**src/rtl/uaux_pkg.sv**
```systemverilog
// Shared constants and carrier types for the serial port auxiliary block.
// Assumes one system clock; all users refer to names as uaux_pkg::name.
package uaux_pkg;

    localparam int unsigned SYS_CLK_HZ   = 40_000_000;
    localparam int unsigned SYNC_STAGES  = 2;
    localparam int unsigned OVS          = 16;
    localparam int unsigned OVS_LAST     = OVS - 1;
    localparam int unsigned OVS_VOTE_LO  = 7;
    localparam int unsigned OVS_VOTE_HI  = 9;
    localparam int unsigned PAD_N        = 4;
    localparam int unsigned DATA_W_DEF   = 8;

    localparam logic [3:0]  FRAME_FORMAT_PLAIN   = 4'h0;
    localparam logic [3:0]  FRAME_FORMAT_PARITY  = 4'h1;
    localparam logic [15:0] BAUD_RESET   = 16'h0000;
    localparam logic [3:0]  ENABLE_RESET = 4'h0;
    localparam logic [3:0]  FLAGS_RESET  = 4'h1;

    localparam int unsigned IRQ_DRE = 0;
    localparam int unsigned IRQ_TXC = 1;
    localparam int unsigned IRQ_RXC = 2;
    localparam int unsigned IRQ_RXS = 3;

    typedef struct packed {
        logic [3:0]  frameFormat;
        logic        paritySelect;
        logic [1:0]  rxPadSelect;
        logic        txPadSelect;
        logic        startDetectEnable;
        logic        keepRunningInStandby;
        logic        clockExternal;
        logic        syncMode;
        logic        rxEnable;
        logic        txEnable;
        logic [15:0] baudDiv;
    } uaux_cfg_t;

    localparam uaux_cfg_t CFG_RESET = '{
        frameFormat: FRAME_FORMAT_PLAIN, paritySelect: 1'b0, rxPadSelect: 2'h0,
        txPadSelect: 1'b0, startDetectEnable: 1'b0,
        keepRunningInStandby: 1'b0, clockExternal: 1'b0, syncMode: 1'b0,
        rxEnable: 1'b0, txEnable: 1'b0, baudDiv: BAUD_RESET};

    typedef struct packed {
        logic frameError;
        logic parityError;
    } uaux_err_t;

    typedef enum logic [2:0] {
        SER_IDLE,
        SER_START,
        SER_DATA,
        SER_PARITY,
        SER_STOP
    } uaux_ser_t;

endpackage : uaux_pkg
```
**src/rtl/uaux_core.sv**
```systemverilog
// Serial port with parity, pad loop-back, start-of-frame wake, four
// interrupt sources and sleep handling. Assumes sys_clk at 40 MHz,
// pads and serial clock arriving asynchronously, control as plain ports.
//
// How it works
// - Frame format one turns parity on.
// - Even parity: bit is one on odd ones.
// - Odd parity: total ones come out odd.
// - Receiver checks parity, sets parity error flag.
// - Same rx and tx pad loops back.
// - Falling rx edge wakes oscillator and clock.
// - Start detect only when its enable set.
// - Receive start flag raised at start bit.
// - Without it, clock held through frame.
// - Four flags set on their conditions.
// - Enable set and clear pulses, ones only.
// - Request held while flag set and enabled.
// - One request line for all sources.
// - Sources reach wake while asleep.
// - Internal clock, keep running: any wake.
// - External clock, keep running: receive-complete wakes.
// - Internal, not running: stop after transfer.
// - External, not running: drop new reception.
// - Configuration writes pass a synchroniser.
// - Asynchronous receive uses sixteen-fold oversampling.
// - Error flags stick until one or disable.
// - Receive complete set on buffer push.
`timescale 1ns/1ps
`default_nettype none
module uaux_core #(
    parameter int unsigned DATA_W = uaux_pkg::DATA_W_DEF
) (
    input  wire logic                            sys_clk,
    input  wire logic                            srst,
    input  wire logic                            cfgWrite,
    input  wire uaux_pkg::uaux_cfg_t             cfgIn,
    output logic                                 syncBusy,
    input  wire logic [3:0]                      irqEnableSet,
    input  wire logic [3:0]                      irqEnableClear,
    input  wire logic [3:0]                      irqFlagsClear,
    input  wire uaux_pkg::uaux_err_t             errorClear,
    input  wire logic                            txWrite,
    input  wire logic [DATA_W-1:0]               txData,
    input  wire logic                            rxRead,
    output logic [DATA_W-1:0]                    rxData,
    output logic                                 rxValid,
    input  wire logic [uaux_pkg::PAD_N-1:0]      padIn,
    output logic [uaux_pkg::PAD_N-1:0]           padOut,
    output logic [uaux_pkg::PAD_N-1:0]           padOe,
    input  wire logic                            serialClockLine,
    input  wire logic                            sleepReq,
    output logic [3:0]                           irqEnable,
    output logic [3:0]                           irqFlags,
    output uaux_pkg::uaux_err_t                  errorFlags,
    output logic                                 irq,
    output logic                                 wakeRequest,
    output logic                                 oscRequest,
    output logic                                 portClockOn,
    output logic                                 loopbackActive
);
    initial begin
        if (DATA_W < 5 || DATA_W > 9) $error("uaux_core: DATA_W out of range");
    end

    localparam logic [3:0] PH_LAST = 4'(uaux_pkg::OVS_LAST);
    localparam logic [3:0] PH_LO   = 4'(uaux_pkg::OVS_VOTE_LO);
    localparam logic [3:0] PH_HI   = 4'(uaux_pkg::OVS_VOTE_HI);
    localparam logic [3:0] BITS_M1 = 4'(DATA_W - 1);
    localparam logic [1:0] SYNC_M1 = 2'(uaux_pkg::SYNC_STAGES - 1);

    uaux_pkg::uaux_cfg_t cfg;
    uaux_pkg::uaux_cfg_t cfgStage;
    logic [1:0]          syncCnt;

    // Configuration crossing into the port core
    always_ff @(posedge sys_clk) begin
        if (srst) begin
            cfg      <= uaux_pkg::CFG_RESET;
            cfgStage <= uaux_pkg::CFG_RESET;
            syncCnt  <= 2'h0;
            syncBusy <= 1'b0;
        end else if (cfgWrite) begin
            cfgStage <= cfgIn;
            syncCnt  <= SYNC_M1;
            syncBusy <= 1'b1;
        end else if (syncBusy) begin
            if (syncCnt == 2'h0) begin
                cfg      <= cfgStage;
                syncBusy <= 1'b0;
            end else begin
                syncCnt <= syncCnt - 2'h1;
            end
        end
    end

    wire logic parityOn = (cfg.frameFormat == uaux_pkg::FRAME_FORMAT_PARITY);

    // Pads and serial clock cross in through two flops each
    logic [uaux_pkg::PAD_N-1:0] padMeta;
    logic [uaux_pkg::PAD_N-1:0] padSync;
    logic [1:0]                 sckSync;
    logic                       sckPrev;
    logic                       rxPrev;
    always_ff @(posedge sys_clk) begin
        if (srst) begin
            padMeta <= '1;
            padSync <= '1;
            sckSync <= 2'h0;
            sckPrev <= 1'b0;
            rxPrev  <= 1'b1;
        end else begin
            padMeta <= padIn;
            padSync <= padMeta;
            sckSync <= {sckSync[0], serialClockLine};
            sckPrev <= sckSync[1];
            rxPrev  <= padSync[cfg.rxPadSelect];
        end
    end

    // Receive reads the chosen pad; when it is the tx pad we hear ourselves
    wire logic rxLine    = padSync[cfg.rxPadSelect];
    wire logic [1:0] txPad = cfg.txPadSelect ? 2'h2 : 2'h0;

    // Bit-rate tick: divider or rising serial clock edge
    logic [15:0] baudCnt;
    logic        baseTick;
    always_ff @(posedge sys_clk) begin
        if (srst || cfg.clockExternal) begin
            baudCnt  <= 16'h0000;
            baseTick <= cfg.clockExternal && !srst && sckSync[1] && !sckPrev;
        end else if (baudCnt >= cfg.baudDiv) begin
            baudCnt  <= 16'h0000;
            baseTick <= 1'b1;
        end else begin
            baudCnt  <= baudCnt + 16'h0001;
            baseTick <= 1'b0;
        end
    end
    wire logic tick = baseTick && portClockOn;

    // Sync mode takes one tick per bit, async sixteen
    wire logic [3:0] phLast = cfg.syncMode ? 4'h0 : PH_LAST;

    uaux_pkg::uaux_ser_t txState;
    logic [DATA_W-1:0]   txHold;
    logic                txHoldFull;
    logic [DATA_W-1:0]   txShift;
    logic [3:0]          txPhase;
    logic [3:0]          txBit;
    logic                txParity;
    logic                txDone;
    logic                txPin;
    logic                txParityCalc;

    uaux_parity #(.W(DATA_W)) u_txPar (
        .data      (txHold),
        .oddSel    (cfg.paritySelect),
        .parityBit (txParityCalc)
    );

    wire logic txBitEnd = tick && (txPhase == phLast);
    wire logic txBusy   = (txState != uaux_pkg::SER_IDLE);

    always_ff @(posedge sys_clk) begin
        if (srst) begin
            txState    <= uaux_pkg::SER_IDLE;
            txHold     <= '0;
            txHoldFull <= 1'b0;
            txShift    <= '0;
            txPhase    <= 4'h0;
            txBit      <= 4'h0;
            txParity   <= 1'b0;
            txDone     <= 1'b0;
            txPin      <= 1'b1;
        end else begin
            txDone <= 1'b0;
            if (txWrite && !txHoldFull) begin
                txHold     <= txData;
                txHoldFull <= 1'b1;
            end
            if (txBusy && tick) begin
                txPhase <= txBitEnd ? 4'h0 : txPhase + 4'h1;
            end
            case (txState)
                uaux_pkg::SER_IDLE: begin
                    txPin <= 1'b1;
                    if (txHoldFull && cfg.txEnable && portClockOn) begin
                        txShift    <= txHold;
                        txParity   <= txParityCalc;
                        txHoldFull <= 1'b0;
                        txPhase    <= 4'h0;
                        txPin      <= 1'b0;
                        txState    <= uaux_pkg::SER_START;
                    end
                end
                uaux_pkg::SER_START: begin
                    if (txBitEnd) begin
                        txPin   <= txShift[0];
                        txBit   <= 4'h0;
                        txState <= uaux_pkg::SER_DATA;
                    end
                end
                uaux_pkg::SER_DATA: begin
                    if (txBitEnd) begin
                        if (txBit == BITS_M1) begin
                            txPin   <= parityOn ? txParity : 1'b1;
                            txState <= parityOn ? uaux_pkg::SER_PARITY
                                                : uaux_pkg::SER_STOP;
                        end else begin
                            txPin   <= txShift[1];
                            txShift <= txShift >> 1;
                            txBit   <= txBit + 4'h1;
                        end
                    end
                end
                uaux_pkg::SER_PARITY: begin
                    if (txBitEnd) begin
                        txPin   <= 1'b1;
                        txState <= uaux_pkg::SER_STOP;
                    end
                end
                uaux_pkg::SER_STOP: begin
                    if (txBitEnd) begin
                        txState <= uaux_pkg::SER_IDLE;
                        txDone  <= !txHoldFull;
                    end
                end
                default: txState <= uaux_pkg::SER_IDLE;
            endcase
        end
    end

    // Tx pad driven only while the transmitter is enabled
    always_ff @(posedge sys_clk) begin
        if (srst) begin
            padOut <= '1;
            padOe  <= '0;
        end else begin
            padOut <= '1;
            padOe  <= '0;
            padOut[txPad] <= txPin;
            padOe[txPad]  <= cfg.txEnable;
        end
    end

    uaux_pkg::uaux_ser_t rxState;
    logic [DATA_W-1:0]   rxShift;
    logic [3:0]          rxPhase;
    logic [3:0]          rxBit;
    logic [1:0]          rxVotes;
    logic                rxParityBit;
    logic                rxPush;
    logic                rxPushPerr;
    logic                rxPushFerr;
    logic                rxParityCalc;
    logic                sofHold;

    uaux_parity #(.W(DATA_W)) u_rxPar (
        .data      (rxShift),
        .oddSel    (cfg.paritySelect),
        .parityBit (rxParityCalc)
    );

    // Asleep on an external clock without keep-running: no reception starts
    wire logic rxDrop = sleepReq && cfg.clockExternal
                        && !cfg.keepRunningInStandby;
    wire logic rxIdle = (rxState == uaux_pkg::SER_IDLE);
    wire logic startEdge = rxIdle && cfg.rxEnable && !rxDrop
                           && rxPrev && !rxLine;
    wire logic rxBitEnd = tick && (rxPhase == phLast);
    // Majority of three mid samples; sync mode takes the line as is
    wire logic rxVoteBit = cfg.syncMode ? rxLine
                         : ((rxVotes + 2'(rxLine && rxPhase == PH_HI)) >= 2'h2);

    always_ff @(posedge sys_clk) begin
        if (srst || !cfg.rxEnable) begin
            rxState     <= uaux_pkg::SER_IDLE;
            rxShift     <= '0;
            rxPhase     <= 4'h0;
            rxBit       <= 4'h0;
            rxVotes     <= 2'h0;
            rxParityBit <= 1'b0;
            rxPush      <= 1'b0;
            rxPushPerr  <= 1'b0;
            rxPushFerr  <= 1'b0;
        end else begin
            rxPush <= 1'b0;
            if (!rxIdle && tick) begin
                rxPhase <= rxBitEnd ? 4'h0 : rxPhase + 4'h1;
                if (rxBitEnd) begin
                    rxVotes <= 2'h0;
                end else if (rxPhase >= PH_LO && rxPhase <= PH_HI && rxLine) begin
                    rxVotes <= rxVotes + 2'h1;
                end
            end
            case (rxState)
                uaux_pkg::SER_IDLE: begin
                    if (startEdge) begin
                        rxPhase <= 4'h0;
                        rxVotes <= 2'h0;
                        rxState <= uaux_pkg::SER_START;
                    end
                end
                uaux_pkg::SER_START: begin
                    if (rxBitEnd) begin
                        rxBit   <= 4'h0;
                        rxState <= rxVoteBit ? uaux_pkg::SER_IDLE
                                             : uaux_pkg::SER_DATA;
                    end
                end
                uaux_pkg::SER_DATA: begin
                    if (rxBitEnd) begin
                        rxShift <= {rxVoteBit, rxShift[DATA_W-1:1]};
                        rxBit   <= rxBit + 4'h1;
                        if (rxBit == BITS_M1) begin
                            rxState <= parityOn ? uaux_pkg::SER_PARITY
                                                : uaux_pkg::SER_STOP;
                        end
                    end
                end
                uaux_pkg::SER_PARITY: begin
                    if (rxBitEnd) begin
                        rxParityBit <= rxVoteBit;
                        rxState     <= uaux_pkg::SER_STOP;
                    end
                end
                uaux_pkg::SER_STOP: begin
                    if (rxBitEnd) begin
                        rxPush     <= 1'b1;
                        rxPushFerr <= !rxVoteBit;
                        rxPushPerr <= parityOn && (rxParityCalc != rxParityBit);
                        rxState    <= uaux_pkg::SER_IDLE;
                    end
                end
                default: rxState <= uaux_pkg::SER_IDLE;
            endcase
        end
    end

    // Two-entry receive buffer; entry 0 is the head shown on rxData
    logic [DATA_W-1:0] rxSecond;
    logic [1:0]        rxCount;
    wire logic pop  = rxRead && (rxCount != 2'h0);
    wire logic push = rxPush && (rxCount != 2'h2 || pop);
    // Fill after this edge; rxValid and the receive-complete flag both follow it
    wire logic [1:0] rxLevel = cfg.rxEnable ? rxCount + 2'(push) - 2'(pop) : 2'h0;
    always_ff @(posedge sys_clk) begin
        if (srst || !cfg.rxEnable) begin
            rxData   <= '0;
            rxSecond <= '0;
            rxCount  <= 2'h0;
            rxValid  <= 1'b0;
        end else begin
            if (pop) begin
                rxData <= (push && rxCount == 2'h1) ? rxShift : rxSecond;
            end else if (push && rxCount == 2'h0) begin
                rxData <= rxShift;
            end
            if (push && (rxCount == 2'h2 || (rxCount == 2'h1 && !pop))) begin
                rxSecond <= rxShift;
            end
            rxCount <= rxLevel;
            rxValid <= rxLevel != 2'h0;
        end
    end

    // Sticky errors: set beats clear, disable wipes them
    always_ff @(posedge sys_clk) begin
        if (srst || !cfg.rxEnable) begin
            errorFlags <= '0;
        end else begin
            errorFlags.parityError <= (rxPush && rxPushPerr)
                || (errorFlags.parityError && !errorClear.parityError);
            errorFlags.frameError  <= (rxPush && rxPushFerr)
                || (errorFlags.frameError && !errorClear.frameError);
        end
    end

    // Start-of-frame hold keeps the clock alive until the frame ends
    always_ff @(posedge sys_clk) begin
        if (srst) begin
            sofHold <= 1'b0;
        end else if (startEdge && cfg.startDetectEnable) begin
            sofHold <= 1'b1;
        end else if (rxIdle) begin
            sofHold <= 1'b0;
        end
    end

    wire logic transferBusy = txBusy || !rxIdle || txHoldFull;
    always_ff @(posedge sys_clk) begin
        if (srst) begin
            portClockOn <= 1'b1;
            oscRequest  <= 1'b0;
        end else begin
            // Clock stops only once the running transfer is over
            portClockOn <= !sleepReq || cfg.keepRunningInStandby
                           || transferBusy || sofHold;
            oscRequest  <= sofHold && sleepReq;
        end
    end

    // Flags: hardware set wins over a same-cycle clear
    logic [3:0] next_flags;
    // Registered irq then matches flags and enables of one and the same cycle
    wire logic [3:0] next_enable = (irqEnable & ~irqEnableClear) | irqEnableSet;
    always_comb begin
        next_flags = irqFlags;
        next_flags[uaux_pkg::IRQ_DRE] = !txHoldFull;
        next_flags[uaux_pkg::IRQ_RXC] = (rxLevel != 2'h0);
        next_flags[uaux_pkg::IRQ_TXC] = txDone
            || (irqFlags[uaux_pkg::IRQ_TXC] && !irqFlagsClear[uaux_pkg::IRQ_TXC]
                && !txWrite);
        next_flags[uaux_pkg::IRQ_RXS] = (startEdge && cfg.startDetectEnable)
            || (irqFlags[uaux_pkg::IRQ_RXS]
                && !irqFlagsClear[uaux_pkg::IRQ_RXS]);
    end

    always_ff @(posedge sys_clk) begin
        if (srst) begin
            irqFlags  <= uaux_pkg::FLAGS_RESET;
            irqEnable <= uaux_pkg::ENABLE_RESET;
        end else begin
            irqFlags  <= next_flags;
            irqEnable <= next_enable;
        end
    end

    // Wake mask depends on clock source and keep-running
    wire logic internalRun = cfg.keepRunningInStandby && !cfg.clockExternal;
    wire logic [3:0] wakeMask = internalRun ? 4'hf
        : {cfg.startDetectEnable && !cfg.clockExternal, 3'b100};
    wire logic [3:0] pending = next_flags & next_enable;
    always_ff @(posedge sys_clk) begin
        if (srst) begin
            irq            <= 1'b0;
            wakeRequest    <= 1'b0;
            loopbackActive <= 1'b0;
        end else begin
            irq            <= |pending;
            wakeRequest    <= sleepReq && |(pending & wakeMask);
            loopbackActive <= (cfg.rxPadSelect == txPad) && cfg.txEnable;
        end
    end

endmodule : uaux_core
`default_nettype wire

```
**src/rtl/uaux_parity.sv**
```systemverilog
// Parity bit over a data word, even or odd.
// Pure combinational; used for both transmit generation and receive check.
`timescale 1ns/1ps
`default_nettype none
module uaux_parity #(
    parameter int unsigned W = 8
) (
    input  wire logic [W-1:0] data,
    input  wire logic         oddSel,
    output logic              parityBit
);
    initial begin
        if (W < 5 || W > 9) $error("uaux_parity: width out of range");
    end

    // Even: one when data has odd ones; odd: the inverse
    assign parityBit = (^data) ^ oddSel;
endmodule : uaux_parity
`default_nettype wire

```
**config.mk**
```make
export PLATFORM = sky130hd
export DESIGN_NAME = uaux_core
export DESIGN_NICKNAME = d
export VERILOG_FILES = /design/src/rtl/uaux_pkg.sv /design/src/rtl/uaux_core.sv /design/src/rtl/uaux_parity.sv
export SDC_FILE = /design/constraint.sdc
export NUM_CORES = 1
export LEC_CHECK = 0
export BUFFER_PORTS_ARGS = -buffer_cell sky130_fd_sc_hd__buf_2
export CAP_MARGIN = 20
export CORE_ASPECT_RATIO = 0.9
export CORE_UTILIZATION = 55
export CTS_CLUSTER_SIZE = 24
export DETAILED_ROUTE_END_ITERATION = 16
export PLACE_DENSITY = 0.81
export RECOVER_POWER = 100
export SLEW_MARGIN = 20
export SYNTH_ARGS = -nofsm -noshare
export SYNTH_HDL_FRONTEND = slang
export SYNTH_SLANG_ARGS = --single-unit
```
**constraint.sdc**
```tcl
create_clock -name sys_clk -period 5.1 [get_ports sys_clk]
set_clock_uncertainty 0.05 [all_clocks]
set_input_delay 0.51 -clock sys_clk [delete_from_list [all_inputs] [get_ports sys_clk]]
set_output_delay 0.51 -clock sys_clk [all_outputs]
set_load 0.02 [all_outputs]
```
==> results.tsv <==
stage	metric	value	unit
run_status	status	finished, violations left	
run_status	failing checks	capacitance limit, slew limit	
power	Leakage	3.594	nW
synth	synthesis-stage register bit count	187	
power	Internal	2.236	mW
min_path	Hold Crit Start	padIn[1]	
timing	fmax	313.1	MHz
route	total number of vias	6295	
timing	fin crit period	3.194	ns
synth	Distinct cells, synth	64	
placed_design	IO Port Bufs	89	
worst_setup_path	Worst Path Max Fanout	42	
worst_setup_path	CP startpoint kind	input pin	
clocking	clk slew on worst S/H paths	0.07	ns
worst_setup_path	Critical Setup Path Class	input pin to flip-flop	
placed_design	Inst Count DP	1157	
timing	final hold violations	0	
synth	asr flop ratio synth	0	%
min_path	HP Class	input pin to flip-flop	
worst_setup_path	CP top delay family	buffers and inverters	
clocking	hold-fix buffers at CTS	0	
job	Max Cap Violations	3	
worst_setup_path	reg2reg start	baudCnt[0]	
worst_setup_path	crit path launch	srst	
synth	synth cell count leaders	dfxtp_1 (187), nor2_1 (149), nand2_1 (104)	
worst_setup_path	Worst Path Required	5.37	ns
worst_setup_path	r2r setup slk	2.24	ns
synth	EDFF count, synth	0	
clocking	CTS Root Cell	clkbuf_16	
floorplan	die height	116.7	µm
layout	non-filler instance count after layout	1189	
worst_setup_path	most frequent CP cell	clkbuf_1	
floorplan	Die Area	15110	µm²
route	number of vias per cell	5.294	
worst_setup_path	Crit. End Element	flip-flop	
layout	Register Area	3744	µm²
worst_setup_path	slowest stage delay, CP	1.26	ns
global_route	GRT overflow	0	
layout	synthesis-to-layout area growth	12.32	%
power	clock share of power	43.1	%
placed_design	routability congestion estimate from global placement	0.8589	
min_path	WHS Path Cells	2	
clocking	CTS tree	done	
timing	actual slew at the worst max-slew pin	1.761	ns
synth	Yosys top cell area share	46.56	%
route	DR iter-0 viols	309	
worst_setup_path	worst reg-to-reg path cell count	8	
power	VDD IR max	0.2440	mV
clocking	CTS Buf Count	17	
layout	layout net count	1072	
floorplan	Initial Utilization	56.79	%
layout	share of layout cells above drive strength 1	12.15	%
min_path	Hold EP	padMeta[1]	
worst_setup_path	worst path cell trace	clkbuf_1 > nand2b_1 > clkbuf_1 > a21o_2 > o21bai_1 > nor2_1	
synth	ranking of synthesized cells by area	dfxtp_1 (47%), mux2i_1 (7.8%), nor2_1 (7.0%)	
worst_setup_path	Buf+Inv Stages, Crit Path	2	
synth	Avg Cell Area, Syn	8.739	µm²
route	DR pass1 iterations	5	
clocking	postcts setup bufs	0	
worst_setup_path	reg2reg end	baudCnt[5]	
clocking	Clock Latency Late Sink	0.44	ns
synth	main flop type after synthesis	dfxtp_1	
timing	part of the cycle the worst path needs	62.63	%
global_route	vias in the first global route	5656	
floorplan	Top-Level Pins	96	
synth	register area share after synthesis	46.56	%
synth	Netlist Area Pre-Place	8040	µm²
power	sw frac	23.83	%
timing	final setup TNS	0	ns
synth	Post-Synthesis Cells	920	
synth	Synth area leader	dfxtp_1	
floorplan	width of the die	129.4	µm
synth	Syn. warnings	0	
layout	Multi-input gate area	3944	µm²
layout	Layout fillers	1200	
placed_design	detailed placement HPWL	10.83	mm
clocking	clk sink count	187	
floorplan	core box area	14160	µm²
clocking	clock buffer depth	2	
clocking	CTS resizes	0	
power	sw power	699.7	µW
global_route	first-pass GRT wire length	26.07	mm
route	WL per Instance	13.07	µm
route	antenna-violating nets left	0	
clocking	H-tree depth	4	
power	combinational share of power	5.3	%
timing	RSZ-0062 raised after global routing	false	
global_route	GRT Resource Usage Total	21.91	%
floorplan	row count	41	
global_route	initial antenna violation count	0	
power	sequential power share	51.6	%
timing	Pins Over Slew Limit	146	
timing	Setup violations, final	0	
power	Power Density	325.1	nW/µm²
global_route	largest net degree at the start of global routing	87	
worst_setup_path	Slowest-stage cell, CP	clkbuf_1	
route	drt total wl	15.54	mm
route	drt drc	0	
synth	top-count cell post-synth	dfxtp_1	
timing	relative max-transition margin	-17.38	%
layout	Ant. Diodes	0	
worst_setup_path	crit path DAT	3.46	ns
## area by class of cell
cell class              count  share of cell area, %
multi-input cells         655                  43.67
flip-flops and latches    187                  41.45
clock buffers              20                  5.168
repair buffers             91                  4.613
well taps                 193                  2.674
inverters                  31                  1.288
clock inverters            12                  1.136
## registers in the layout (all words and copies together) (netlist names), 8 cells and up
signal    count
cfgStage     30
cfg          30
baudCnt      16
rxData        8
rxSecond      8
rxShift       8
txHold        8
txShift       8
## cells in the final DEF, fill, tap and decap left out, drive strengths merged, types with 3 or more instances in the layout
cell type	instances
a211o	3
a21o	7
a21oi	76
a311oi	9
a31oi	3
and3	5
buf	59
clkbuf	52
clkinv	4
conb	4
dfxtp	187
ha	26
inv	38
mux2i	63
nand2	104
nand2b	17
nand3	27
nand3b	5
nand4	7
nor2	152
nor2b	10
nor3	15
nor3b	3
nor4	3
o21ai	21
o22ai	3
or2	16
or3	4
xnor2	23
xor2	16
## worst max-delay path by stage
stage                       endpoint  slack [ns]  cells after the start
after floorplan                  irq        3.05                     11
after global placement      rxBit[2]        2.59                      5
after detailed placement    rxBit[2]        2.56                      5
after CTS                   rxBit[2]        2.54                      5
after global routing      rxVotes[0]        1.63                      6
final                     rxVotes[1]        1.91                      6
## logic make-up (layout without fill, tap and decap cells)
family	count (synthesis)	count (layout)	share of synthesized area [%]
compound gates	143	143	11.31
xor+xnor	39	39	4.248
other cells	2	4	0.09341
simple gates	379	379	21.54
flops	187	187	46.56
buf+inv	80	154	4.077
fa+ha+maj	26	26	4.046
mux	64	64	8.123
## power groups by stage
stage / combinational [mW] / sequential, mW / clock (mW)
6_report: 0.155 / 1.51 / 1.27
5_1_grt: 0.173 / 1.52 / 1.35
4_1_cts: 0.159 / 1.51 / 1.28
3_5_place_dp: 0.158 / 1.55 / 0
3_3_place_gp: 0.154 / 1.55 / 0
2_1_floorplan: 0.109 / 1.55 / 0
## routing by layer
layer  track usage, %  vias up  wire [µm]
met2            37.63      120       7562
li1                 -     3241          -
met5                0        -          0
met1            27.35     2915       7156
met3            4.947       19        612
met4            7.132        0        205
## per-stage QoR
| step | total power [mW] | cell area, µm² | hold slack [ns] | util (%) | setup WS [ns] |
|---|---|---|---|---|---|
| finish | 2.936 | 9031 | 0.2047 | 63.79 | 1.906 |
| global route | 3.039 | 9031 | 0.1977 | 63.79 | 1.632 |
| detailed placement | 1.705 | 8543 | 0.3475 | 60.34 | 2.557 |
| CTS | 2.956 | 9112 | 0.1926 | 64.36 | 2.541 |
| global placement | 1.701 | 8543 | 0.3418 | 60.34 | 2.588 |
| floorplan | 1.655 | 8048 | 0.3395 | - | 3.052 |
Note: power is estimated with default switching activity, not from simulation.
